--- src/shared/prt_pkg.sv ---
// Constants for the prescaled reload timer set
package prt_pkg;
  localparam logic [7:0]  ADR_PS_CTRL  = 8'h00;
  localparam logic [7:0]  ADR_T1_CTRL  = 8'h04;
  localparam logic [7:0]  ADR_T2_CTRL  = 8'h08;
  localparam logic [7:0]  ADR_T3_CTRL  = 8'h0C;
  localparam logic [7:0]  ADR_AUX_CTRL = 8'h10;
  localparam logic [7:0]  ADR_PS_RLD   = 8'h14;
  localparam logic [7:0]  ADR_T1_RLD   = 8'h18;
  localparam logic [7:0]  ADR_T1_CNT   = 8'h24;
  localparam logic [7:0]  ADR_IRQ_STS  = 8'h30;
  localparam logic [7:0]  ADR_IRQ_MSK  = 8'h34;
  localparam logic [7:0]  ADR_PS_CNT   = 8'h38;
  localparam logic [7:0]  ADR_WD_STS   = 8'h3C;
  localparam logic [7:0]  ADR_STEP     = 8'h04;
  localparam int          BIT_RUN_PS   = 0;
  localparam int          BIT_SRC_PS   = 1;
  localparam int          BIT_RUN_T    = 2;
  localparam int          BIT_RUN_T3   = 1;
  localparam int          BIT_SRC_T3   = 0;
  localparam int          BIT_PIN_SEL  = 3;
  localparam int          BIT_OUT_EN   = 3;
  localparam int          BIT_EDGE     = 2;
  localparam logic [1:0]  SRC_PWM      = 2'h0;
  localparam logic [1:0]  SRC_PS       = 2'h1;
  localparam logic [1:0]  SRC_SYSTEM_TICK     = 2'h2;
  localparam logic [1:0]  SRC_ALT      = 2'h3;
  localparam logic [1:0]  RST_PS_CTRL  = 2'h0;
  localparam logic [3:0]  RST_CTRL     = 4'h0;
  localparam logic [7:0]  RST_RLD      = 8'hFF;
  localparam logic [1:0]  DIV4_LAST    = 2'h3;
  localparam logic [15:0] WD_LAST      = 16'hFFFF;
endpackage

--- src/verilog/prt_timer_set.sv ---
// Prescaler, three reload timers and watchdog behind a Wishbone slave
// Operation
// - Timer counts down from n, underflows after n+1 counts, flags, reloads.
// - 8-bit prescaler divides instruction tick or tick/4 by 1..256.
// - Timer 1 counts PWM, prescaler, system tick or pin input.
// - Timer 2 counts PWM, timer 1 underflow, prescaler or system tick.
// - Timer 3 counts oscillator or half prescaler, drives carrier pin.
// - Watchdog divides instruction tick by 65536, resets after two cycles.
// - Watchdog runs from reset, untouched by timer control registers.
// - Each of timers 1 to 3 owns its own interrupt flag.
// - Prescaler source bit: 0 undivided tick, 1 tick divided by four.
// - Prescaler run bit low stops and initializes the prescaler.
// - Timer run bit low holds count, a reload write loads it; high resumes counting.
// - Timer 1 select 00 PWM, 01 prescaler, 10 system tick, 11 pin.
`timescale 1ns/1ps
module prt_timer_set (
  input  wire logic        clk_i,
  input  wire logic        resetn_i,
  input  wire logic        cyc_i,
  input  wire logic        stb_i,
  input  wire logic        we_i,
  input  wire logic [7:0]  adr_i,
  input  wire logic [3:0]  sel_i,
  input  wire logic [31:0] dat_i,
  output logic      [31:0] dat_o,
  output logic             ack_o,
  input  wire logic        instruction_tick_i,
  input  wire logic        system_tick_i,
  input  wire logic        pwm_signal_i,
  input  wire logic        count_pin_input_i,
  input  wire logic        oscillator_input_i,
  input  wire logic        watchdog_clear_i,
  output logic             count_pin_zero_o,
  output logic             carrier_pin_o,
  output logic             watchdog_flag_o,
  output logic             watchdog_reset_o,
  output logic             irq_o
);
  logic [1:0]  ps_ctrl_reg, ps_ctrl_next;
  logic [3:0]  ctrl_reg [3];
  logic [3:0]  ctrl_next [3];
  logic [3:0]  aux_reg, aux_next;
  logic [7:0]  ps_rld_reg, ps_rld_next;
  logic [7:0]  ps_cnt_reg, ps_cnt_next;
  logic [1:0]  div4_reg, div4_next;
  logic        half_reg, half_next;
  logic [2:0]  sts_reg, sts_next;
  logic [2:0]  msk_reg, msk_next;
  logic [31:0] dat_reg, dat_next;
  logic        ack_reg;
  logic        pwm_d_reg, pin_d_reg, osc_d_reg;
  logic        cp0_reg, cp0_next, cp1_reg, cp1_next;
  logic [15:0] wd_cnt_reg, wd_cnt_next;
  logic        wd_flag_reg, wd_flag_next;
  logic        wd_rst_reg, wd_rst_next;
  logic [7:0]  t_cnt [3];
  logic        t_tick [3];
  logic        t_udf [3];
  logic        t_run [3];
  logic        wr, div4_tick, ps_src, prescaler_out, ps_half;
  logic        pwm_rise, pin_edge, osc_rise, wd_wrap;

  // Write is taken on the edge where the master sees ack
  assign wr = cyc_i & stb_i & we_i & ack_reg & (&sel_i);

  function automatic logic wr_at(input logic [7:0] a);
    return wr && adr_i == a;
  endfunction

  assign pwm_rise = pwm_signal_i & ~pwm_d_reg;
  assign osc_rise = oscillator_input_i & ~osc_d_reg;
  assign pin_edge = aux_reg[prt_pkg::BIT_EDGE] ?
                    (count_pin_input_i & ~pin_d_reg) :
                    (~count_pin_input_i & pin_d_reg);

  assign div4_tick = instruction_tick_i & (div4_reg == prt_pkg::DIV4_LAST);
  assign ps_src = ps_ctrl_reg[prt_pkg::BIT_SRC_PS] ? div4_tick
                                                   : instruction_tick_i;
  assign prescaler_out = ps_ctrl_reg[prt_pkg::BIT_RUN_PS] & ps_src &
                         (ps_cnt_reg == 8'h00);
  assign ps_half = prescaler_out & half_reg;

  assign t_tick[2] = ctrl_reg[2][prt_pkg::BIT_SRC_T3] ? ps_half : osc_rise;
  assign t_run[2]  = ctrl_reg[2][prt_pkg::BIT_RUN_T3];
  assign t_run[0]  = ctrl_reg[0][prt_pkg::BIT_RUN_T];
  assign t_run[1]  = ctrl_reg[1][prt_pkg::BIT_RUN_T];

  // select decode, shared by timers 1 and 2
  function automatic logic pick_src(input logic [1:0] s,
                                    input logic [3:0] srcs);
    return srcs[s];
  endfunction
  // timer 1 source, timer 3 underflow when aux bit 0 is set
  assign t_tick[0] = aux_reg[0] ? t_udf[2] :
                     pick_src(ctrl_reg[0][1:0], {pin_edge, system_tick_i,
                                                 prescaler_out, pwm_rise});
  // timer 2 source, timer 1 underflow at select 11, timer 3 underflow when aux bit 1 is set
  assign t_tick[1] = aux_reg[1] ? t_udf[2] :
                     pick_src(ctrl_reg[1][1:0], {t_udf[0], system_tick_i,
                                                 prescaler_out, pwm_rise});
  genvar gi;
  generate
    for (gi = 0; gi < 3; gi++) begin : g_tmr
      logic [7:0] cnt_reg, cnt_next, rld_reg, rld_next;
      logic [7:0] a_rld;
      assign a_rld = prt_pkg::ADR_T1_RLD + 8'(gi * 4);
      assign t_cnt[gi] = cnt_reg;
      assign t_udf[gi] = t_run[gi] & t_tick[gi] & (cnt_reg == 8'h00);
      always_comb begin
        rld_next = rld_reg;
        cnt_next = cnt_reg;
        if (wr_at(a_rld)) begin
          rld_next = dat_i[7:0];
        end
        if (t_udf[gi]) begin
          cnt_next = rld_reg;
        end else if (t_run[gi] & t_tick[gi]) begin
          cnt_next = cnt_reg - 8'h01;
        end else if (!t_run[gi] && wr_at(a_rld)) begin
          cnt_next = dat_i[7:0];
        end
      end
      always_ff @(posedge clk_i or negedge resetn_i) begin
        if (!resetn_i) begin
          cnt_reg <= prt_pkg::RST_RLD;
          rld_reg <= prt_pkg::RST_RLD;
        end else begin
          cnt_reg <= cnt_next;
          rld_reg <= rld_next;
        end
      end
    end
  endgenerate

  // Control, prescaler, pins, watchdog, interrupts and bus
  always_comb begin
    ps_ctrl_next = ps_ctrl_reg;
    aux_next     = aux_reg;
    ps_rld_next  = ps_rld_reg;
    msk_next     = msk_reg;
    for (int i = 0; i < 3; i++) begin
      ctrl_next[i] = ctrl_reg[i];
      if (wr_at(prt_pkg::ADR_T1_CTRL + 8'(i * 4))) begin
        ctrl_next[i] = dat_i[3:0];
      end
    end
    if (wr_at(prt_pkg::ADR_PS_CTRL)) begin
      ps_ctrl_next = dat_i[1:0];
    end
    if (wr_at(prt_pkg::ADR_AUX_CTRL)) begin
      aux_next = dat_i[3:0];
    end
    if (wr_at(prt_pkg::ADR_PS_RLD)) begin
      ps_rld_next = dat_i[7:0];
    end
    if (wr_at(prt_pkg::ADR_IRQ_MSK)) begin
      msk_next = dat_i[2:0];
    end
    div4_next   = instruction_tick_i ? div4_reg + 2'h1 : div4_reg;
    ps_cnt_next = ps_cnt_reg;
    half_next   = half_reg;
    if (!ps_ctrl_reg[prt_pkg::BIT_RUN_PS]) begin
      ps_cnt_next = ps_rld_reg;
      div4_next   = 2'h0;
      half_next   = 1'b0;
    end else if (prescaler_out) begin
      ps_cnt_next = ps_rld_reg;
      half_next   = ~half_reg;
    end else if (ps_src) begin
      ps_cnt_next = ps_cnt_reg - 8'h01;
    end
    // Pins toggle so each output period spans two underflows
    cp0_next = cp0_reg ^ (ctrl_reg[1][prt_pkg::BIT_PIN_SEL] ? t_udf[1]
                                                             : t_udf[0]);
    cp1_next = cp1_reg ^ t_udf[2];
    // sticky flags, set beats the write-one clear
    sts_next = sts_reg;
    if (wr_at(prt_pkg::ADR_IRQ_STS)) begin
      sts_next = sts_reg & ~dat_i[2:0];
    end
    sts_next = sts_next | {t_udf[2], t_udf[1], t_udf[0]};
    // free running watchdog, no control register reaches it
    wd_cnt_next  = instruction_tick_i ? wd_cnt_reg + 16'h0001 : wd_cnt_reg;
    // flag on first wrap, reset on second
    wd_flag_next = watchdog_clear_i ? 1'b0 : wd_flag_reg;
    wd_rst_next  = wd_wrap & wd_flag_reg;
    if (wd_wrap) begin
      wd_flag_next = 1'b1;
    end
    // Read mux; unmapped words read as zero
    dat_next = 32'h0000_0000;
    unique case (adr_i)
      prt_pkg::ADR_PS_CTRL:  dat_next[1:0] = ps_ctrl_reg;
      prt_pkg::ADR_T1_CTRL:  dat_next[3:0] = ctrl_reg[0];
      prt_pkg::ADR_T1_CTRL + prt_pkg::ADR_STEP:
        dat_next[3:0] = ctrl_reg[1];
      prt_pkg::ADR_T3_CTRL:  dat_next[3:0] = ctrl_reg[2];
      prt_pkg::ADR_AUX_CTRL: dat_next[3:0] = aux_reg;
      prt_pkg::ADR_PS_RLD:   dat_next[7:0] = ps_rld_reg;
      prt_pkg::ADR_T1_CNT:   dat_next[7:0] = t_cnt[0];
      prt_pkg::ADR_T1_CNT + prt_pkg::ADR_STEP:
        dat_next[7:0] = t_cnt[1];
      prt_pkg::ADR_T1_CNT + 8'h08: dat_next[7:0] = t_cnt[2];
      prt_pkg::ADR_IRQ_STS:  dat_next[2:0] = sts_reg;
      prt_pkg::ADR_IRQ_MSK:  dat_next[2:0] = msk_reg;
      prt_pkg::ADR_PS_CNT:   dat_next[7:0] = ps_cnt_reg;
      prt_pkg::ADR_WD_STS:   dat_next[0]   = wd_flag_reg;
      default:               dat_next      = 32'h0000_0000;
    endcase
  end

  assign wd_wrap = instruction_tick_i & (wd_cnt_reg == prt_pkg::WD_LAST);

  always_ff @(posedge clk_i or negedge resetn_i) begin
    if (!resetn_i) begin
      ps_ctrl_reg <= prt_pkg::RST_PS_CTRL;
      for (int i = 0; i < 3; i++) begin
        ctrl_reg[i] <= prt_pkg::RST_CTRL;
      end
      aux_reg     <= prt_pkg::RST_CTRL;
      ps_rld_reg  <= prt_pkg::RST_RLD;
      ps_cnt_reg  <= prt_pkg::RST_RLD;
      div4_reg    <= 2'h0;
      half_reg    <= 1'b0;
      sts_reg     <= 3'h0;
      msk_reg     <= 3'h0;
      dat_reg     <= 32'h0000_0000;
      ack_reg     <= 1'b0;
      pwm_d_reg   <= 1'b0;
      pin_d_reg   <= 1'b0;
      osc_d_reg   <= 1'b0;
      cp0_reg     <= 1'b0;
      cp1_reg     <= 1'b0;
      wd_cnt_reg  <= 16'h0000;
      wd_flag_reg <= 1'b0;
      wd_rst_reg  <= 1'b0;
    end else begin
      ps_ctrl_reg <= ps_ctrl_next;
      for (int i = 0; i < 3; i++) begin
        ctrl_reg[i] <= ctrl_next[i];
      end
      aux_reg     <= aux_next;
      ps_rld_reg  <= ps_rld_next;
      ps_cnt_reg  <= ps_cnt_next;
      div4_reg    <= div4_next;
      half_reg    <= half_next;
      sts_reg     <= sts_next;
      msk_reg     <= msk_next;
      dat_reg     <= dat_next;
      ack_reg     <= cyc_i & stb_i & ~ack_reg;
      pwm_d_reg   <= pwm_signal_i;
      pin_d_reg   <= count_pin_input_i;
      osc_d_reg   <= oscillator_input_i;
      cp0_reg     <= cp0_next;
      cp1_reg     <= cp1_next;
      wd_cnt_reg  <= wd_cnt_next;
      wd_flag_reg <= wd_flag_next;
      wd_rst_reg  <= wd_rst_next;
    end
  end

  assign dat_o            = dat_reg;
  assign ack_o            = ack_reg;
  assign count_pin_zero_o = cp0_reg;
  assign carrier_pin_o    = cp1_reg & ctrl_reg[2][prt_pkg::BIT_OUT_EN];
  assign watchdog_flag_o  = wd_flag_reg;
  assign watchdog_reset_o = wd_rst_reg;
  assign irq_o            = |(sts_reg & msk_reg);
endmodule
--- config.mk ---
export PLATFORM = sky130hd
export DESIGN_NAME = prt_timer_set
export DESIGN_NICKNAME = d
export VERILOG_FILES = /design/src/shared/prt_pkg.sv /design/src/verilog/prt_timer_set.sv
export SDC_FILE = /design/constraint.sdc
export NUM_CORES = 1
export LEC_CHECK = 0
export ABC_CLOCK_PERIOD_IN_PS = 3400
export BUFFER_PORTS_ARGS = -buffer_cell sky130_fd_sc_hd__buf_2
export CAP_MARGIN = 15
export CORE_UTILIZATION = 50
export DETAILED_ROUTE_END_ITERATION = 10
export PLACE_DENSITY = 0.69
export SLEW_MARGIN = 15
export SYNTH_ARGS = -nofsm -noshare
export SYNTH_HDL_FRONTEND = slang
export SYNTH_SLANG_ARGS = --single-unit
--- constraint.sdc ---
create_clock -name clk_i -period 3.4 [get_ports clk_i]
set_clock_uncertainty 0.2 [all_clocks]
set_input_delay 1.02 -clock clk_i [delete_from_list [all_inputs] [get_ports clk_i]]
set_output_delay 1.02 -clock clk_i [all_outputs]
set_load 0.03 [all_outputs]
==> impl_metrics.ini <==
[place]
dpl-instance-area_mm2 = 0.00707
dp_slack_ps = -59.8
portBuffers = 44
hpwl_mm = 12.4
gp_congestion = 0.987

[sta]
fin_ws_ps = 186
grt_setup_unrepaired = false
setup_viol = 0
max_freq_ghz = 0.311
whs_ps = 246
worstMarginPinSlew_ps = 648
hold_viol = 0
period_share = 0.945
period_needed_ps = 3210
drv_slew = 0
max-slew-margin-rel = 0.567

[layout]
finalInstanceArea_mm2 = 0.00766
fin_nets = 764
syn_to_final_growth_pct = 16.2
n_antenna_cell = 0
drive_gt1_frac = 0.323

[clocking]
ctsResizeCount = 0
ctsHtreeMaxLevel = 4
insertion_delay_ps = 420
cts_setup_buffers = 0
numCtsBuffers = 17
clockBufferDepth = 2
clkTransAtPathRegs_ps = 50
hold_buffers = 0
cts.root.buffer_cell = clkbuf_16
cts_sinks = 123
cts_tree = done

[routing]
ant_nets = 0
via_per_inst = 5.99
drt-initial-drc-count = 489
routed_wl_mm = 17.0
wl_per_cell_um = 19.2
drc_errors = 0
drt_first_pass_iters = 5
vias = 5315

[synth]
synth_seq_area_share = 0.479
synthArstFlopShare = 1.00
syn_inst = 633
synth_seq_cells = 123
syn-cell-area_mm2 = 0.00659
yosys_most_used_dff = dfstp_2
synth_top_area_frac = 0.255
synth_top_cell_by_area = dfstp_2
yosysWarnings = 0
avgSynthCellArea_um2 = 10.4
synth.top_cells.by_area = dfstp_2 26%, dfrtp_1 22%, mux2_2 9.2%
synth_edf_count = 0
synthDistinctLibCells = 68

[setup_path]
end_kind = flip-flop
cp-start-kind = flip-flop
crit_type = reg -> reg
crit_family = simple AND/OR/NAND/NOR gates
cp_cell_sequence = inv_1 > ha_1 > nor4bb_1 > nand4_1 > o2bb2ai_1 > a2111oi_4 > buf_4 > o21bai_1 > nand2_1 > buf_4 > mux2i_1
critPathMaxStageDelay_ps = 520
cpMostUsedCell = buf_4
required_ps = 3550
critical_path_arrival_ps = 3360
cp_num_buf_inv = 3
critPathMaxFanout = 5
ff2ff_setup_slack_ps = 190
worst_path_max_delay_cell = nor4bb_1

[die]
initial_utilization = 0.518
die_h_um = 117
die_area_mm2 = 0.0136
core_mm2 = 0.0127
num_io_pins = 93
fp.dieW_um = 117
num_rows = 41

[pwr]
p_clk_frac = 0.502
p_int_mw = 2.73
power_density_mw_per_mm2 = 461
pwr-share-comb = 0.056
swShare = 0.226
seq_power_share = 0.441
p_leak_nw = 3.36
ir_drop_uv = 225
p_switching_uw = 799

[global_route]
met3_usage = 0.0587
grt_pass1_vias = 5264
grtUsageMet1 = 0.351
gr-total-overflow = 0
antenna_found_initial = 0
top_usage_layer = met2
grtUsageTotal = 0.273
met2_usage = 0.443
grt_pass1_wl_mm = 27.5
grt_max_degree = 52

[run_status]
outcome = finished, final reports clean

[job]
maxCapViolCount = 0

[min_path]
hp-class = reg -> reg
[Yosys cell counts (6+ instances only)]
master,instances
nand2_1,49
ha_1,7
o21ai_0,48
xnor2_1,12
a22o_1,9
dfrtp_1,59
nand2b_1,8
clkbuf_1,16
dfstp_2,64
a22oi_1,8
nand4_1,6
xor2_1,9
nor2_1,40
a221oi_1,7
o22ai_1,6
nand3_1,17
nor3_1,31
mux2_2,54
inv_1,19
mux2i_1,11
buf_4,24
a21oi_1,21
and3_1,6
a222oi_1,8
[routing by layer]
layer | vias up | share of wire
met4 | 0 | 0.033
li1 | 2429 | -
met1 | 2597 | 0.42
met2 | 236 | 0.47
met3 | 53 | 0.070
met5 | - | 0
[power by group through the flow]
stage                     logic (mW)  registers, mW  clock network [mW]
after floorplan                0.136           1.57                   0
after global placement         0.193           1.57                   0
after detailed placement       0.201           1.58                   0
after CTS                      0.202           1.56                1.80
after global routing           0.224           1.56                1.86
final                          0.199           1.56                1.77
[stage by stage]
step	utilization	cells	power, mW	TNS (ps)
finish	0.602	887	3.53	0
global route	0.602	887	3.65	0
CTS	0.602	887	3.55	0
detailed placement	0.556	855	1.78	-178
global placement	0.556	855	1.77	-25.1
floorplan	-	656	1.71	0
[cells by family after synthesis]
| group | synth area share |
|---|---|
| simple gates | 0.156 |
| buf+inv | 0.0517 |
| compound gates | 0.156 |
| flops | 0.479 |
| mux | 0.115 |
| xor+xnor | 0.0279 |
| other cells | 0.000569 |
| fa+ha+maj | 0.0133 |
[final timing paths]
check / endpoint / from / depth (start not counted)
min in group asynchronous: wd_cnt_reg[10] / resetn_i / 1
hold / removal: ack_o / ack_o / 1
hold reg to reg: ack_o / ack_o / 1
setup / recovery: g_tmr[1].cnt_reg[1] / ps_cnt_reg[0] / 11
setup reg to reg: g_tmr[1].cnt_reg[1] / ps_cnt_reg[0] / 11
max in group asynchronous: g_tmr[2].rld_reg[4] / resetn_i / 2
[worst register-to-register path, delay by kind of cell (launching register included)]
kind | cells | cell delay [ps]
and+or+nand+nor | 3 | 1040
AOI/OAI and AO/OA | 3 | 730
buffers and inverters | 3 | 450
DFF | 1 | 390
muxes | 1 | 180
adders and majority gates | 1 | 150
[cell usage in the layout (no fill, tap or decap), types with 12 or more instances in the layout]
cell type and n:
dfstp_2 64, nand2_1 49, buf_2 43, clkbuf_16 17, buf_4 29, o21ai_0 48, a21oi_1 21, conb_1 24
inv_1 19, nand3_1 17, nor3_1 31, xnor2_1 12, mux2_2 54, dfrtp_1 59, nor2_1 40
[layout make-up]
cell class	instances	area, um^2
clock inverters	7	87.6
repair buffers	73	453
multi-input cells	468	3180
flip-flops and latches	123	3160
clock buffers	25	495
inverters	19	71.3
well taps	172	215
fillers	1084	5070
Power figures use the tool's default switching activity.
